===== config.mk =====
export PLATFORM = sky130hd
export DESIGN_NAME = block_dma
export DESIGN_NICKNAME = d
export VERILOG_FILES = /design/src/inc/dma_pkg.sv /design/src/verilog/byte_fifo.sv /design/src/verilog/block_dma.sv
export SDC_FILE = /design/constraint.sdc
export NUM_CORES = 1
export LEC_CHECK = 0
export BUFFER_PORTS_ARGS = -buffer_cell sky130_fd_sc_hd__buf_4
export CORE_MARGIN = 4
export CORE_UTILIZATION = 38
export CTS_CLUSTER_DIAMETER = 30
export DETAILED_ROUTE_END_ITERATION = 10
export GPL_ROUTABILITY_DRIVEN = 0
export RECOVER_POWER = 100
export SLEW_MARGIN = 20
export SYNTH_ARGS = -nofsm -noshare
export SYNTH_HDL_FRONTEND = slang
export SYNTH_SLANG_ARGS = --single-unit

===== constraint.sdc =====
create_clock -name clk_in -period 3.8 [get_ports clk_in]
set_input_delay 0.19 -clock clk_in [delete_from_list [all_inputs] [get_ports clk_in]]
set_output_delay 0.19 -clock clk_in [all_outputs]
set_load 0.05 [all_outputs]

===== src/inc/dma_pkg.sv =====
package dma_pkg;
  // ************************************************************
  // Widths and counts
  // ************************************************************
  localparam int DATA_W = 8;
  localparam int CNT_W = 16;
  localparam int FIFO_DEPTH = 16;
  localparam logic [15:0] COUNT_RESET = 16'h0000;
  localparam logic [15:0] ADDR_RESET = 16'h0000;
  localparam logic [15:0] COUNT_LAST = 16'hFFFF;
  // ************************************************************
  // Data path codes, source in [7:4], destination in [3:0]
  // ************************************************************
  localparam int SRC_HI = 7;
  localparam int SRC_LO = 4;
  localparam int DST_HI = 3;
  localparam int DST_LO = 0;
  localparam logic [3:0] PATH_OFF = 4'h0;
  localparam logic [3:0] PATH_SER0 = 4'h1;
  localparam logic [3:0] PATH_SER1 = 4'h2;
  localparam logic [3:0] PATH_TWO_WIRE = 4'h5;
  localparam logic [3:0] PATH_SPI = 4'h7;
  localparam logic [3:0] PATH_ANALOG = 4'h9;
  localparam logic [3:0] PATH_CRC = 4'hD;
  localparam logic [3:0] PATH_RAM = 4'hF;
  // ************************************************************
  // Trigger sources
  // ************************************************************
  localparam logic [1:0] TRIG_SW = 2'h0;
  localparam logic [1:0] TRIG_EXT2 = 2'h1;
  localparam logic [1:0] TRIG_RSVD = 2'h2;
  localparam logic [1:0] TRIG_KEYPAD = 2'h3;
  // ************************************************************
  // Transaction sequencer
  // ************************************************************
  typedef enum logic [4:0] {
    ST_IDLE = 5'b00001,
    ST_FETCH = 5'b00010,
    ST_RDWAIT = 5'b00100,
    ST_RDTAKE = 5'b01000,
    ST_DRAIN = 5'b10000
  } dma_state_e;
endpackage : dma_pkg


===== src/verilog/byte_fifo.sv =====
`timescale 1ns/100ps
`default_nettype none
module byte_fifo #(
  parameter int WIDTH = 8,
  parameter int DEPTH = 16
) (
  input wire logic clk_in,
  input wire logic rst_in,
  input wire logic flush_in,
  input wire logic in_valid_in,
  output logic in_ready_out,
  input wire logic [WIDTH-1:0] in_data_in,
  output logic out_valid_out,
  input wire logic out_ready_in,
  output logic [WIDTH-1:0] out_data_out
);
  localparam int PW = (DEPTH > 1) ? $clog2(DEPTH) : 1;
  localparam int CW = $clog2(DEPTH + 1);
  logic [WIDTH-1:0] mem [DEPTH];
  logic [PW-1:0] wr_ptr;
  logic [PW-1:0] rd_ptr;
  logic [CW-1:0] cnt;
  logic ov;
  logic [WIDTH-1:0] od;
  wire push = in_valid_in && (cnt < CW'(DEPTH));
  wire pop = ov && out_ready_in;
  wire load = !ov || pop;
  wire from_mem = load && (cnt != '0);
  wire bypass = load && (cnt == '0) && push;
  wire mem_wr = push && !bypass;
  assign in_ready_out = (cnt < CW'(DEPTH));
  assign out_valid_out = ov;
  assign out_data_out = od;
  // Storage words, the output word is a register ahead of them
  always_ff @(posedge clk_in) begin
    if (mem_wr) begin
      mem[wr_ptr] <= in_data_in;
    end
  end
  always_ff @(posedge clk_in or posedge rst_in) begin
    if (rst_in) begin
      wr_ptr <= '0;
      rd_ptr <= '0;
      cnt <= '0;
    end else if (flush_in) begin
      wr_ptr <= '0;
      rd_ptr <= '0;
      cnt <= '0;
    end else begin
      if (mem_wr) begin
        wr_ptr <= (wr_ptr == PW'(DEPTH - 1)) ? '0 : wr_ptr + 1'b1;
      end
      if (from_mem) begin
        rd_ptr <= (rd_ptr == PW'(DEPTH - 1)) ? '0 : rd_ptr + 1'b1;
      end
      cnt <= cnt + CW'(mem_wr) - CW'(from_mem);
    end
  end
  always_ff @(posedge clk_in or posedge rst_in) begin
    if (rst_in) begin
      ov <= 1'b0;
      od <= '0;
    end else if (flush_in) begin
      ov <= 1'b0;
    end else if (from_mem) begin
      ov <= 1'b1;
      od <= mem[rd_ptr];
    end else if (bypass) begin
      ov <= 1'b1;
      od <= in_data_in;
    end else if (pop) begin
      ov <= 1'b0;
    end
  end
endmodule : byte_fifo
`default_nettype wire


===== src/verilog/block_dma.sv =====
`timescale 1ns/100ps
`default_nettype none
module block_dma (
  input wire logic clk_in,
  input wire logic rst_in,
  input wire logic controller_enable_bit_in,
  input wire logic run_write_in,
  input wire logic run_wdata_in,
  input wire logic completion_clear_in,
  input wire logic completion_irq_enable_in,
  input wire logic global_dma_irq_enable_in,
  input wire logic [7:0] data_path_selector_in,
  input wire logic [1:0] trigger_source_field_in,
  input wire logic loop_mode_bit_in,
  input wire logic crc_copy_enable_in,
  input wire logic ext_irq2_event_in,
  input wire logic keypad_event_in,
  input wire logic count_current_write_in,
  input wire logic count_base_write_in,
  input wire logic [dma_pkg::CNT_W-1:0] count_wdata_in,
  input wire logic address_current_write_in,
  input wire logic address_base_write_in,
  input wire logic [dma_pkg::CNT_W-1:0] address_wdata_in,
  input wire logic counter_timer_run_in,
  input wire logic address_timer_run_in,
  input wire logic counter_timer_irq_enable_in,
  input wire logic address_timer_irq_enable_in,
  input wire logic counter_timer_flag_clear_in,
  input wire logic address_timer_flag_clear_in,
  input wire logic src_valid_in,
  input wire logic [dma_pkg::DATA_W-1:0] src_data_in,
  output logic src_ack_out,
  input wire logic dst_ready_in,
  output logic dst_valid_out,
  output logic [dma_pkg::DATA_W-1:0] dst_data_out,
  output logic crc_write_out,
  output logic [dma_pkg::DATA_W-1:0] crc_data_out,
  output logic ram_rd_out,
  output logic ram_wr_out,
  output logic [dma_pkg::CNT_W-1:0] ram_addr_out,
  output logic [dma_pkg::DATA_W-1:0] ram_wdata_out,
  input wire logic [dma_pkg::DATA_W-1:0] ram_rdata_in,
  output logic transfer_run_bit_out,
  output logic completion_flag_out,
  output logic [dma_pkg::CNT_W-1:0] count_current_out,
  output logic [dma_pkg::CNT_W-1:0] address_current_out,
  output logic counter_timer_overflow_flag_out,
  output logic address_timer_overflow_flag_out,
  output logic irq_out
);
  import dma_pkg::*;
  // ************************************************************
  // Path decode
  // ************************************************************
  // Legal code check
  function automatic logic path_ok(input logic [3:0] code, input logic is_src);
    logic common;
    common = (code == PATH_SER0) || (code == PATH_SER1) || (code == PATH_TWO_WIRE) ||
             (code == PATH_SPI) || (code == PATH_RAM);
    path_ok = common || (is_src ? (code == PATH_ANALOG) : (code == PATH_CRC));
  endfunction : path_ok

  dma_state_e state;
  dma_state_e next_state;
  logic [CNT_W-1:0] count_cur;
  logic [CNT_W-1:0] count_base;
  logic [CNT_W-1:0] addr_cur;
  logic [CNT_W-1:0] addr_base;
  logic run;
  logic flag;
  logic tf_count;
  logic tf_addr;
  logic fifo_in_ready;
  logic fifo_out_valid;
  logic [DATA_W-1:0] fifo_out_data;

  wire [3:0] src_code = data_path_selector_in[SRC_HI:SRC_LO];
  wire [3:0] dst_code = data_path_selector_in[DST_HI:DST_LO];
  wire src_ram = (src_code == PATH_RAM);
  wire dst_ram = (dst_code == PATH_RAM);
  wire dst_crc = (dst_code == PATH_CRC);
  wire path_good = path_ok(src_code, 1'b1) && path_ok(dst_code, 1'b0);
  wire enable = controller_enable_bit_in;
  wire ext_trig = ((trigger_source_field_in == TRIG_EXT2) && ext_irq2_event_in) ||
                  ((trigger_source_field_in == TRIG_KEYPAD) && keypad_event_in);
  wire start = enable && run && path_good;
  // Source byte present and buffer has room
  wire src_take = (state == ST_FETCH) && enable && !src_ram && src_valid_in && fifo_in_ready;
  wire rd_issue = (state == ST_FETCH) && enable && src_ram && fifo_in_ready;
  wire push = src_take || ((state == ST_RDTAKE) && enable);
  wire [DATA_W-1:0] push_data = (state == ST_RDTAKE) ? ram_rdata_in : src_data_in;
  wire xfer_done = (state == ST_DRAIN) && enable && fifo_out_valid && (dst_ram || dst_ready_in);
  wire count_wrap = (count_cur == COUNT_LAST);
  // End of transfer on count wrap
  wire end_evt = xfer_done && count_wrap;

  // ************************************************************
  // Byte buffer
  // ************************************************************
  // Flushing on disable drops a half-moved byte; counters are not yet stepped for it
  byte_fifo #(
    .WIDTH(DATA_W),
    .DEPTH(FIFO_DEPTH)
  ) u_fifo (
    .clk_in(clk_in),
    .rst_in(rst_in),
    .flush_in(!enable),
    .in_valid_in(push),
    .in_ready_out(fifo_in_ready),
    .in_data_in(push_data),
    .out_valid_out(fifo_out_valid),
    .out_ready_in(xfer_done),
    .out_data_out(fifo_out_data)
  );

  // ************************************************************
  // Sequencer
  // ************************************************************
  // Run is only sampled between transactions
  // Enable low aborts from any state
  always_comb begin
    next_state = state;
    case (state)
      ST_IDLE: begin
        if (start) begin
          next_state = ST_FETCH;
        end
      end
      ST_FETCH: begin
        if (!enable) begin
          next_state = ST_IDLE;
        end else if (rd_issue) begin
          next_state = ST_RDWAIT;
        end else if (src_take) begin
          next_state = ST_DRAIN;
        end
      end
      ST_RDWAIT: begin
        next_state = enable ? ST_RDTAKE : ST_IDLE;
      end
      ST_RDTAKE: begin
        next_state = enable ? ST_DRAIN : ST_IDLE;
      end
      ST_DRAIN: begin
        if (!enable || xfer_done) begin
          next_state = ST_IDLE;
        end
      end
      default: begin
        next_state = ST_IDLE;
      end
    endcase
  end
  always_ff @(posedge clk_in or posedge rst_in) begin
    if (rst_in) begin
      state <= ST_IDLE;
    end else begin
      state <= next_state;
    end
  end

  // ************************************************************
  // Count and address counters
  // ************************************************************
  // Timer stepping while DMA is disabled
  wire count_tick = enable ? xfer_done : counter_timer_run_in;
  wire addr_tick = enable ? xfer_done : address_timer_run_in;
  wire count_tmr_wrap = !enable && counter_timer_run_in && count_wrap;
  wire addr_tmr_wrap = !enable && address_timer_run_in && (addr_cur == COUNT_LAST);
  // Reload both from bases at end of transfer
  wire addr_reload = (enable && end_evt) || addr_tmr_wrap;
  // A write wins over a step in the same cycle
  wire [CNT_W-1:0] next_count = count_current_write_in ? count_wdata_in :
                                (count_tick && count_wrap) ? count_base :
                                count_tick ? count_cur + 1'b1 : count_cur;
  wire [CNT_W-1:0] next_addr = address_current_write_in ? address_wdata_in :
                               addr_reload ? addr_base :
                               addr_tick ? addr_cur + 1'b1 : addr_cur;
  always_ff @(posedge clk_in or posedge rst_in) begin
    if (rst_in) begin
      count_cur <= COUNT_RESET;
      addr_cur <= ADDR_RESET;
      count_base <= COUNT_RESET;
      addr_base <= ADDR_RESET;
    end else begin
      count_cur <= next_count;
      addr_cur <= next_addr;
      count_base <= count_base_write_in ? count_wdata_in : count_base;
      addr_base <= address_base_write_in ? address_wdata_in : addr_base;
    end
  end

  // ************************************************************
  // Control and status bits
  // ************************************************************
  wire run_kept = run_write_in ? run_wdata_in : run;
  // External or software set, hardware clear at end unless in loop mode
  wire next_run = (enable && ext_trig) || (run_write_in && run_wdata_in) ||
                  (run_kept && !(end_evt && !loop_mode_bit_in));
  wire next_flag = end_evt || (flag && !completion_clear_in);
  wire next_tf_count = count_tmr_wrap || (tf_count && !counter_timer_flag_clear_in);
  wire next_tf_addr = addr_tmr_wrap || (tf_addr && !address_timer_flag_clear_in);
  wire next_irq = global_dma_irq_enable_in && ((completion_irq_enable_in && flag) ||
                  (counter_timer_irq_enable_in && tf_count) || (address_timer_irq_enable_in && tf_addr));
  always_ff @(posedge clk_in or posedge rst_in) begin
    if (rst_in) begin
      run <= 1'b0;
      flag <= 1'b0;
      tf_count <= 1'b0;
      tf_addr <= 1'b0;
      irq_out <= 1'b0;
    end else begin
      run <= next_run;
      flag <= next_flag;
      tf_count <= next_tf_count;
      tf_addr <= next_tf_addr;
      irq_out <= next_irq;
    end
  end

  // ************************************************************
  // Peripheral and RAM strobes
  // ************************************************************
  // CRC gets destination writes and copies
  wire crc_hit = xfer_done && (dst_crc || crc_copy_enable_in);
  always_ff @(posedge clk_in or posedge rst_in) begin
    if (rst_in) begin
      src_ack_out <= 1'b0;
      ram_rd_out <= 1'b0;
      ram_wr_out <= 1'b0;
      dst_valid_out <= 1'b0;
      crc_write_out <= 1'b0;
    end else begin
      src_ack_out <= src_take;
      ram_rd_out <= rd_issue;
      ram_wr_out <= xfer_done && dst_ram;
      dst_valid_out <= xfer_done && !dst_ram && !dst_crc;
      crc_write_out <= crc_hit;
    end
  end
  always_ff @(posedge clk_in or posedge rst_in) begin
    if (rst_in) begin
      ram_addr_out <= ADDR_RESET;
      ram_wdata_out <= '0;
      dst_data_out <= '0;
      crc_data_out <= '0;
    end else begin
      if (rd_issue || xfer_done) begin
        ram_addr_out <= addr_cur;
      end
      if (xfer_done) begin
        ram_wdata_out <= fifo_out_data;
        dst_data_out <= fifo_out_data;
        crc_data_out <= fifo_out_data;
      end
    end
  end
  assign transfer_run_bit_out = run;
  assign completion_flag_out = flag;
  assign count_current_out = count_cur;
  assign address_current_out = addr_cur;
  assign counter_timer_overflow_flag_out = tf_count;
  assign address_timer_overflow_flag_out = tf_addr;
endmodule : block_dma
`default_nettype wire


Word level (Yosys, flattened, before mapping) --
Memories as Yosys holds them, arrays and structs flattened. Index checks and enable logic that the tools add are counted.
Storage, ports and cells: register bits after elaboration 125, latch bits 0, bits in writable memories 128, ROM bits 0, input bits 82, output and inout port bits 82, logic and storage cells 178, memories 1
Operators by class: add/subtract/negate cells 6, multipliers 0, divide/modulo/power cells 0, $lt $le $gt $ge 1, eq/ne operators 29, shifts and indexed selects 0, mux-type cells 33, bitwise operators 0, reductions and logical operators 86
Memory list:
- u_fifo.mem | depth 16, width 8, read ports 1, clocked after memory_dff 0, wr ports 1, line byte_fifo.sv:19 | logic [WIDTH-1:0] mem [DEPTH];
Operators with widths (number):
- 2-to-1 mux 16 bit | 6
- logical AND 1 bit | 43
- 2-to-1 mux 5 bit | 7
- adder 16 x 1 -> 16 bit (second input constant) | 2
- equality test 16 bit (second input constant) | 2
- 2-to-1 mux 4 bit | 7
- logical OR 1 bit | 25
- case mux 5 bit (5 select lines) | 1
- equality test 4 bit (second input constant) | 6
- 2-to-1 mux 8 bit | 3
- equality test 4 x 3 -> 1 bit (second input constant) | 4
- logical NOT 1 bit | 11
- 2-to-1 mux 1 bit | 9
- adder 4 x 1 -> 4 bit (second input constant) | 2
- equality test 4 x 1 -> 1 bit (second input constant) | 2
- equality test 4 x 2 -> 1 bit (second input constant) | 2
- != test 2 x 1 -> 1 bit (second input constant) | 3
- nonzero test 3 bit | 2
- adder 5 x 1 -> 5 bit | 1
- equality test 5 x 1 -> 1 bit (second input constant) | 1
- equality test 5 x 2 -> 1 bit (second input constant) | 1
- equality test 5 x 3 -> 1 bit (second input constant) | 1
- equality test 5 x 4 -> 1 bit (second input constant) | 1
- equality test 5 bit (second input constant) | 1
- other kinds (12) | 12

Logic depth before layout (Yosys ltp) --
Gate-level depths: netlist of the first run.
word-level depth 13, mapped depth 13, gate-level depth less buffers 13

Cells and area by module --
From an unflattened synthesis of the first run, not the netlist that was laid out.
Second synthesis, totals: cells, all modules 918, area, all modules 11559.8 um^2
By module, submodules not included:
- byte_fifo | instances 1, cells an instance 389, area each 6178.4 um^2, seq. area each 4394.2 um^2
- block_dma | instances 1, cells an instance 529, area each 5381.4 um^2, seq. area each 2578.7 um^2

Worst setup path after synthesis of the first run --
OpenSTA, ideal clock, no wires.
kind register to register, start point reg state[1], end point reg u_fifo.cnt[4], library setup time 0.136 ns, arrival 2.705 ns, required time 3.664 ns, slack 0.959 ns, stages on the path, launching flop included 13, buffers on the path 1, period minus slack after synthesis 2.841 ns, path through dfrtp_1 > or3b_1 > buf_2 > or3_4 > a221oi_4 > ha_1 > inv_1 > fa_1 > inv_1 > a21oi_1 > nor2_1 > or3_1 > a21oi_1
Between the ends: cells in the longest elaborated chain, start to end 13, elaborated cells on any way between the ends 23, classes of those cells 2 x add/sub; 3 x eq/ne; 1 x mux; 17 x reduce/logical
Ends and longest elaborated chain:
- start: declaration | line block_dma.sv:63 | dma_state_e state;
- start signal: assignment | line block_dma.sv:158 | state <= next_state;
- equality test 5 bit or equality test 5 x 2 -> 1 bit (tied branches) | line block_dma.sv:92, block_dma.sv:88
- logical AND 1 bit (on tied branches) (3 in a row) | line block_dma.sv:92, block_dma.sv:88
- logical AND 1 bit (on tied branches) | line byte_fifo.sv:26, block_dma.sv:88
- logical OR 1 bit (on tied branches) | line byte_fifo.sv:27, block_dma.sv:90
- logical AND 1 bit (on tied branches) | line byte_fifo.sv:29, byte_fifo.sv:25
- logical AND 1 bit | line byte_fifo.sv:29 | wire bypass = load && (cnt == '0) && push;
- logical NOT 1 bit | line byte_fifo.sv:30 | wire mem_wr = push && !bypass;
- logical AND 1 bit | line byte_fifo.sv:30
- adder 5 x 1 -> 5 bit | line byte_fifo.sv:56 | cnt <= cnt + CW'(mem_wr) - CW'(from_mem);
- subtractor 5 x 1 -> 5 bit (*) | line byte_fifo.sv:56
- 2-to-1 mux 5 bit (*) | line byte_fifo.sv:45 | end else if (flush_in) begin
- end signal: assignment | line byte_fifo.sv:56
- end: declaration | line byte_fifo.sv:22 | logic [CW-1:0] cnt;
Mark *: on every way between the ends. The rest lies on a longest branch, timed or not. A chain may end at the register's enable or synchronous reset.

Final worst setup path of the first run --
start point reg state[1], end point mem u_fifo.mem[1][5] (enable)
Between the ends: cells in the longest elaborated chain, start to end 12, elaborated cells on any way between the ends 21, classes of those cells 3 x eq/ne; 2 x mux; 16 x reduce/logical
Ends and longest elaborated chain:
- equality test 5 bit or equality test 5 x 2 -> 1 bit (tied branches) | line block_dma.sv:92, block_dma.sv:88
- logical AND 1 bit (on tied branches) (3 in a row) | line block_dma.sv:92, block_dma.sv:88
- logical AND 1 bit (on tied branches) | line byte_fifo.sv:26, block_dma.sv:88
- logical OR 1 bit (on tied branches) | line byte_fifo.sv:27, block_dma.sv:90
- logical AND 1 bit (on tied branches) | line byte_fifo.sv:29, byte_fifo.sv:25
- logical AND 1 bit | line byte_fifo.sv:29
- logical NOT 1 bit | line byte_fifo.sv:30
- logical AND 1 bit (*) | line byte_fifo.sv:30
- 2-to-1 mux 1 bit (*) | line byte_fifo.sv:36 | if (mem_wr) begin
- 2-to-1 mux 1 bit (implied by the code) (*) | line byte_fifo.sv:37 | mem[wr_ptr] <= in_data_in;
- end: declaration | line byte_fifo.sv:19
Marked as above.

==> results of run 1 <==
timing repair:
item | in CTS | in global routing
hold buffers | 47 | 0
setup endpoints to repair | 0 | 0
endpoints found under the hold margin | 113 | 0
state kept, by name (all words and copies together) (netlist names), 4 cells and up:
signal,count
u_fifo.mem,128
addr_base,16
address_current_out,16
count_base,16
count_current_out,16
ram_addr_out,16
ram_wdata_out,8
u_fifo.out_data_out,8
state,5
u_fifo.cnt,5
u_fifo.rd_ptr,4
u_fifo.wr_ptr,4
how the worst min path moves through the flow:
stage / start / to / slack (ns)
after floorplan: address_timer_flag_clear_in / address_timer_overflow_flag_out / 0.29
after CTS: data_path_selector_in[0] / dst_valid_out / 0.02
after detailed placement: rst_in / count_current_out[1] / 0.29
final: data_path_selector_in[0] / dst_valid_out / 0.04
after global placement: rst_in / count_current_out[1] / 0.30
after global routing: data_path_selector_in[0] / dst_valid_out / 0.04
power breakdown:
| group | internal [W] | switching [W] |
|---|---|---|
| sequential | 0.00306 | 0.000213 |
| combinational | 0.000717 | 0.000833 |
| clock | 0.00276 | 0.00143 |
routing by layer:
| layer | part of all wire, % | wire, um | vias to the layer above | track usage [%] |
|---|---|---|---|---|
| li1 | - | - | 3733 | - |
| met1 | 46 | 13000 | 3934 | 23.8 |
| met2 | 47 | 13300 | 235 | 25.8 |
| met3 | 5.3 | 1520 | 38 | 3.21 |
| met4 | 1.8 | 515 | 0 | 5.01 |
| met5 | 0 | 0 | - | 0 |
cell families after synthesis:
kind of cell | Yosys count
and+or+nand+nor | 201
AOI/OAI and AO/OA | 159
DFF | 253
xor gates and xnor gates | 18
buffers and inverters | 98
adders and majority gates | 13
muxes | 124
area by class of cell:
| cell class | instances | area, um2 |
|---|---|---|
| tap | 390 | 488 |
| clock buffer | 67 | 1410 |
| timing repair buffer | 222 | 1460 |
| fill | 2664 | 15000 |
| antenna | 1 | 2.50 |
| inverter | 36 | 136 |
| sequential | 253 | 6980 |
| clock inverter | 31 | 258 |
| multi-input combinational | 515 | 4200 |
synthesized netlist by cell type (20+ instances only):
master / count / share of area, %
a21oi_1: 30 / 1.3
o21ai_0: 27 / 1.2
mux2i_1: 21 / 1.8
nand2_1: 36 / 1.2
nor3_1: 28 / 1.2
inv_1: 36 / 1.2
nand3_1: 20 / 0.86
clkbuf_1: 33 / 1.1
mux4_2: 24 / 4.6
edfxtp_1: 128 / 33
nor2_1: 33 / 1.1
mux2_2: 79 / 7.6
dfrtp_1: 124 / 27
worst min-delay path, delay by kind of cell:
family	cells	cell delay, ns
buffers and inverters	1	0.10
AND/OR/NAND/NOR	2	0.23
through the flow:
step                      hold WS, ns  instance area (um2)  util [%]
after detailed placement        0.295                13200      43.9
after global placement          0.298                13200      43.9
after floorplan                 0.289                11600         -
final                          0.0373                14900      49.9
after CTS                      0.0168                15300      51.1
after global routing           0.0423                14900      49.9
==> run summary, run 1 <==
CP Depth - 5
Port-buffer cells - 163
pre-CTS WS - 0.703 ns
Reg2Reg Depth - 5
Yosys cell types - 78
final wirelength - 28.4 mm
initial drt markers - 384
Setup CP Type - flop to flop
DR WL/cell - 18.7 um
RSZ-0062 raised after global routing - no
CP arrival - 3.31 ns
largest net degree at the start of global routing - 45
vias per cell - 5.24
H-tree depth - 2
share of flip-flops with an asynchronous set or reset - 49.4%
Max Clk Rate - 318 MHz
DPL Wire Length - 19.1 mm
Post-Synth Simple-Gate Area - 9.46%
maximum fanout along the worst path - 9
CP Capture Type - flop
largest family of logic cells by synthesized area - multiplexers
post-synthesis cell area - 11,600 um2
Max IR drop VDD - 328 uV
GRT overflow - 0
commonest non-fill, non-tap cell in the layout - edfxtp_1
Hold Path Class - input port to flop
placed insts - 1,369
Critical-path top delay cell - or3b_1
DR DRC count - 0
number of nets in the layout - 1,176
failing checks - max-capacitance violations, max-slew violations
relative slew slack - -33.4%
setup TNS - 0 ns
synth warn - 0
antenna-violating nets left - 0
core area - 30,000 um2
Worst R2R End - u_fifo.mem[1][5]
Starting Density - 38.9%
final hold viol count - 0
Tcrit/Tclk final - 82.8%
setup bufs post-CTS - 0
multiplexer share of the synthesized area - 14.1%
Avg Inst Size Synth - 13.4 um2
RR Startpoint - state[1]
status - complete, but fails checks
CP Capture Point - u_fifo.mem[1][5]
Top delay family on crit path - simple AND/OR/NAND/NOR gates
initial antenna violation count - 1
Tot Pwr - 0.00900 W
minimum clock period after layout - 3.15 ns
io pins - 164
Synth Net Count - 961
Die W - 183 um
clk buf depth - 3
Synth Area in Adders - 1.46%
Crit. Startpoint - state[1]
clk sink count - 253
share of cells above drive strength 1 - 25.0%
via count of the first global-routing pass - 8,025
CTS Buf Count - 53
Post-synth top flop - edfxtp_1
commonest cells after routing, fill and taps aside - edfxtp_1, dfrtp_1, clkbuf_1, buf_4, mux2_2
clock latency on the worst-skew pair - 0.54 ns
max-slew violation count - 45
Worst-Margin Slew - 1.99 ns
Clk Tree Root Cell - clkbuf_16
Setup-failing EPs final - 0
Worst EP required - 3.96 ns
Worst setup SP type - flop
Cells after Synth - 866
CP Cell Sequence - or3b_1, or3_1, a221oi_4, nor3b_1, and2_0
first-pass GRT wire length - 44.9 mm
Layout area overhead - 28.3%
flop2flop setup slack - 0.65 ns
post-CTS resize count - 0
drt first pass iters - 5
worst hold path depth - 3
max cap viols - 1
skew final - 0.0206 ns
Post-synth EDFFs - 128
CP Buf/Inv Count - 0
sequential fraction of the synthesis area - 59.9%
worst setup margin - 0.652 ns
area of the die - 33,500 um2
Final Instance Count excl. Fillers - 1,515
Die Ht - 183 um
post-synthesis compound-gate area fraction - 9.94%
Static Leak - 5.89 nW
CP peak stage delay - 0.52 ns
Power Dens Cells - 603 nW/um2
XOR/XNOR Fraction of Synth Area - 1.35%
DR vias - 7,940
#FFs+latches synth - 253
Clock transition at path regs - 0.05 ns
# rows - 63
CTS tree - built
GRT Overall Usage - 16.6%
Note: power is estimated with default switching activity, not from simulation.
==> run 2, diff against run 1 <==
clock period = 3.1 ns   (was 3.8 ns; I/O delays follow)
==> run 2 against run 1 <==
The flow still finishes with violations (max-capacitance violations, max-slew violations). Hold slack lost 0.017 ns. Clock power increased by 36%. Routed wire length is 4.1% higher. Cell area increased by 2.2%. Utilization up 1.1 points. Non-clock buffer count up 17. Clock skew shrank 0.0015 ns. Global-route usage is 0.51 points higher. Sequential power increased by 21%. Critical path depth rose by 2. Count of clock-buffer cells in the layout rose by 2.
==> run summary, run 2 (synthesized netlist as in run 1, its figures left out) <==
setup TNS - 0 ns
Layout area overhead - 31.1%
commonest non-fill, non-tap cell in the layout - edfxtp_1
Clock transition at path regs - 0.04 ns
max-slew violation count - 73
Setup CP Type - flop to flop
flop2flop setup slack - 0.18 ns
commonest cells after routing, fill and taps aside - edfxtp_1, dfrtp_1, clkbuf_1, buf_4, mux2_2
Worst-Margin Slew - 1.62 ns
vias per cell - 5.32
Critical-path top delay cell - or4_1
CTS tree - built
relative slew slack - -7.81%
Max Clk Rate - 343 MHz
Max IR drop VDD - 412 uV
CP Cell Sequence - ha_1, nand4_1, or4_1, clkbuf_1, o31ai_1, o21ai_0, dlygate4sd3_1
final wirelength - 29.5 mm
Crit. Startpoint - count_current_out[0]
CP arrival - 3.34 ns
drt first pass iters - 5
Top delay family on crit path - buffers and inverters
Die Ht - 183 um
CTS Buf Count - 55
max cap viols - 1
Worst R2R End - transfer_run_bit_out
minimum clock period after layout - 2.92 ns
Static Leak - 6.08 nW
RR Startpoint - count_current_out[0]
# rows - 63
Port-buffer cells - 163
CP Buf/Inv Count - 2
GRT overflow - 0
Post-DP Area - 13,200 um2
Starting Density - 38.9%
most flop-heavy register - u_fifo.mem
DR WL/cell - 19.2 um
RSZ-0062 raised after global routing - no
Reg2Reg Depth - 7
via count of the first global-routing pass - 8,284
worst hold path depth - 3
status - complete, but fails checks
CP peak stage delay - 0.60 ns
skew final - 0.0191 ns
hold endpoint - count_base[6]
initial drt markers - 417
clk sink count - 253
Worst setup SP type - flop
Clk Tree Root Cell - clkbuf_16
largest net degree at the start of global routing - 73
Filler Cells Inserted - 2,638
area of the die - 33,500 um2
Power Dens Cells - 768 nW/um2
Die W - 183 um
CP Capture Type - flop
post-CTS resize count - 0
hold path start - count_base_write_in
final hold viol count - 0
Setup-failing EPs final - 0
number of nets in the layout - 1,195
n_diodes - 0
clk buf depth - 3
first-pass GRT wire length - 45.9 mm
Worst EP required - 3.52 ns
core area - 30,000 um2
clock latency on the worst-skew pair - 0.55 ns
GRT Overall Usage - 17.1%
antenna-violating nets left - 0
share of cells above drive strength 1 - 26.4%
maximum fanout along the worst path - 13
DPL Wire Length - 19.6 mm
initial antenna violation count - 0
number of flip-flops in the largest register - 128
io pins - 164
Hold Path Class - input port to flop
final instance area - 15,300 um2
DR DRC count - 0
DR vias - 8,162
failing checks - max-capacitance violations, max-slew violations
Tcrit/Tclk final - 94.1%
H-tree depth - 2
-- run 2: changes by cell type in the layout (fill, tap and decap cells not counted), moves of 3 or more --
cell and change:
buf_4 +8, and2_0 -6, and2_1 +6, dlygate4sd3_1 +4
bufinv_16 +3, clkbuf_1 -3, clkbuf_16 +3, clkbuf_8 +3
clkinvlp_4 -3
-- run 2: power breakdown --
part	switching, W	internal (W)	total, W	leakage [nW]
sequential	0.000215	0.00375	0.00397	2.73
combinational	0.00112	0.000933	0.00205	2.45
clock	0.00183	0.00386	0.00569	0.906
total	0.00317	0.00855	0.0117	6.08
-- run 2: repair_timing --
action / CTS / global route
setup buffers: 0 / 4
hold buffers: 51 / 0
endpoints found under the hold margin: 96 / 0
setup endpoints to repair: 0 / 1
-- run 2: final cells by class --
class                   count  area [um2]  share of cell area, %
multi-input cells         515        4210                   27.6
repair buffers            239        1590                   10.4
clock buffers              69        1510                   9.90
clock inverters            31         354                   2.32
well taps                 390         488                   3.20
inverters                  36         136                  0.894
flip-flops and latches    253        6970                   45.7
-- run 2: metrics by stage --
step / total power (W) / instances / worst slack, ns / utilization [%] / hold WS [ns]
final: 0.0117 / 1533 / 0.184 / 50.9 / 0.0208
after global routing: 0.0122 / 1533 / 0.0232 / 50.9 / 0.0177
after CTS: 0.0119 / 1529 / 0.157 / 52.1 / 0.00457
after detailed placement: 0.00607 / 1378 / 0.164 / 44.2 / 0.254
after global placement: 0.00604 / 1378 / 0.255 / 44.2 / 0.252
after floorplan: 0.00542 / 866 / 0.259 / - / 0.254
-- run 2: how the worst max path moves through the flow --
| stage | slack (ns) | to | depth (start not counted) |
|---|---|---|---|
| after global routing | 0.02 | u_fifo.mem[12][3] | 6 |
| after floorplan | 0.26 | u_fifo.cnt[4] | 12 |
| after detailed placement | 0.16 | u_fifo.cnt[4] | 12 |
| final | 0.18 | transfer_run_bit_out | 7 |
| after global placement | 0.25 | u_fifo.mem[12][0] | 6 |
| after CTS | 0.16 | u_fifo.cnt[4] | 12 |
-- run 2: routing by layer --
| metal | up-vias | GRT usage (%) | wire length, um |
|---|---|---|---|
| li1 | 3774 | - | - |
| met1 | 4094 | 23.2 | 12800 |
| met2 | 239 | 27.8 | 14200 |
| met3 | 55 | 3.51 | 1740 |
| met4 | 0 | 5.42 | 707 |
| met5 | - | 0 | 0 |
-- run 2: worst min-delay path, cell delays in order --
cell	delay, ns
buf_4	0.20
nand2_1	0.09
o21ai_0	0.06
==> run 3, diff against run 2 <==
ABC_AREA = 1   (was not set)
==> run 3 against run 2 <==
The flow now finishes without violations. Fmax up 1.1%. Clock power up 14%. Sequential power up 3%.
==> run summary, run 3 <==
CP arrival - 3.31 ns
post-synthesis compound-gate area fraction - 3.97%
RSZ-0062 raised after global routing - no
first-pass GRT wire length - 54.4 mm
Cells after Synth - 1,534
max-slew violation count - 0
area fraction of the dominant cell type after synthesis - 30.0%
Commonest cells post-synth - nand2_1, inv_1, edfxtp_1, nand3_1, dfrtp_1
GRT Overall Usage - 18.8%
Static Leak - 7.88 nW
share of total power in the clock network - 47.0%
most flop-heavy register - u_fifo.mem
Post-synth top flop - edfxtp_1
Sw Pwr - 0.00451 W
Worst path most repeated cell - dlygate4sd3_1
Die W - 192 um
Yosys cell types - 38
post-layout util - 49.6%
Clk Tree Root Cell - clkbuf_16
GRT overflow - 0
Layout area overhead - 29.3%
n_diodes - 0
Hold Path Class - input port to flop
synth warn - 0
core area - 33,400 um2
Crit. Startpoint - count_current_out[1]
final wirelength - 34.2 mm
vias per cell - 4.72
max cap viols - 0
Synth Area in Adders - 1.33%
post-synthesis cell area - 12,800 um2
number of flip-flops in the largest register - 128
Setup CP Type - flop to flop
Die Ht - 192 um
CP peak stage delay - 0.56 ns
multiplexer share of the synthesized area - 1.40%
clk sink count - 253
CP Buf/Inv Count - 2
Max Clk Rate - 347 MHz
Post-synth EDFFs - 128
CTS tree - built
initial antenna violation count - 0
CP Capture Type - flop
via count of the first global-routing pass - 10,721
Post-Synth Simple-Gate Area - 28.1%
clock latency on the worst-skew pair - 0.54 ns
status - completed
relative slew slack - 0.908%
Avg Inst Size Synth - 8.37 um2
setup TNS - 0 ns
XOR/XNOR Fraction of Synth Area - 1.43%
commonest non-fill, non-tap cell in the layout - nand2_1
maximum fanout along the worst path - 4
RR Startpoint - count_current_out[1]
pre-CTS WS - 0.344 ns
initial drt markers - 706
commonest cells after routing, fill and taps aside - nand2_1, inv_1, nand3_1, edfxtp_1, dfrtp_1
Hold WS - 0.0321 ns
flop2flop setup slack - 0.22 ns
share of flip-flops with an asynchronous set or reset - 49.4%
clk buf depth - 3
skew final - 0.0163 ns
most frequent cell after synthesis - nand2_1
largest family of logic cells by synthesized area - simple AND/OR/NAND/NOR gates
Comb pwr share - 23.4%
Synth Net Count - 1,629
synth top area cells - edfxtp_1, dfrtp_1, nand2_1
share of cells above drive strength 1 - 13.9%
io pins - 164
#FFs+latches synth - 253
Max IR drop VDD - 542 uV
largest net degree at the start of global routing - 107
Seq pwr share - 29.5%
placed insts - 2,093
Critical-path top delay cell - dlygate4sd3_1
DR DRC count - 0
hold path start - dst_ready_in
Setup-failing EPs final - 0
antenna-violating nets left - 0
Worst setup SP type - flop
Worst EP required - 3.52 ns
H-tree depth - 3
DR vias - 10,655
Worst-Margin Slew - 1.49 ns
CP Cell Sequence - ha_1, nand2_1, nor2_4, nand2_2, nor2_1, nand3_4, o21ai_1, dlygate4sd3_1, o211ai_1, dlygate4sd3_1
sequential fraction of the synthesis area - 54.3%
# rows - 67
CTS Buf Count - 66
drt first pass iters - 5
final hold viol count - 0
Starting Density - 38.4%
DPL Wire Length - 22.5 mm
number of nets in the layout - 1,857
Top delay family on crit path - buffers and inverters
Synth area leader - edfxtp_1
Tcrit/Tclk final - 93.0%
worst setup margin - 0.217 ns
Final Instance Count excl. Fillers - 2,257
Clock transition at path regs - 0.04 ns
Net Sw Frac - 32.7%
area of the die - 36,800 um2
DR WL/cell - 15.1 um
Power Dens Cells - 833 nW/um2
post-CTS resize count - 0
internal power - 0.00930 W
minimum clock period after layout - 2.88 ns
Port-buffer cells - 163
==> run 3: kinds of logic after synthesis <==
group	count (synthesis)
simple gates	858
buf+inv	281
flops	253
compound gates	92
xor+xnor	21
mux	16
fa+ha+maj	13
==> run 3: worst reg2reg max path: stages (launching register included) <==
cell	delay (ns)
dfrtp_1	0.40
ha_1	0.22
nand2_1	0.11
nor2_4	0.14
nand2_2	0.08
nor2_1	0.35
nand3_4	0.15
o21ai_1	0.13
dlygate4sd3_1	0.56
o211ai_1	0.08
dlygate4sd3_1	0.55
==> run 3: power by group through the flow <==
| stage | Clock, W | Combinational, W | Sequential [W] |
|---|---|---|---|
| final | 0.00650 | 0.00324 | 0.00408 |
| after global routing | 0.00680 | 0.00364 | 0.00412 |
| after CTS | 0.00661 | 0.00339 | 0.00409 |
| after detailed placement | 0 | 0.00332 | 0.00413 |
| after global placement | 0 | 0.00329 | 0.00413 |
| after floorplan | 0 | 0.00194 | 0.00456 |
==> run 3: worst paths after layout <==
check | endpoint | cells past startpoint
max | transfer_run_bit_out | 10
min | completion_flag_out | 5
min reg2reg | ram_wdata_out[6] | 2
max in group asynchronous | u_fifo.rd_ptr[0] | 4
max reg2reg | transfer_run_bit_out | 10
min in group asynchronous | counter_timer_overflow_flag_out | 3
==> run 3: layout make-up <==
type                       count  area, um2
clock inverter                32        297
clock buffer                  83       1850
inverter                     216        812
tap                          448        561
fill                        3196      16900
multi-input combinational   1000       4610
sequential                   253       6970
timing repair buffer         225       1490
==> run 3: repair_timing <==
item	4_1_cts	5_1_grt
endpoints found under the hold margin	90	0
buffers inserted	0	1
setup endpoints to repair	0	1
hold buffers	48	0
==> run 3: through the flow <==
step	power (W)	instance area, um2
floorplan	0.00649	12800
detailed placement	0.00746	14300
finish	0.0138	16600
CTS	0.0141	17000
global placement	0.00742	14300
global route	0.0146	16600
==> run 3: metal layers <==
| layer | vias to the layer above | wire (um) | GRT usage, % |
|---|---|---|---|
| li1 | 5281 | - | - |
| met1 | 5019 | 14300 | 23.0 |
| met2 | 276 | 16700 | 31.1 |
| met3 | 79 | 2040 | 5.43 |
| met4 | 0 | 1140 | 7.87 |
| met5 | - | 0 | 0 |
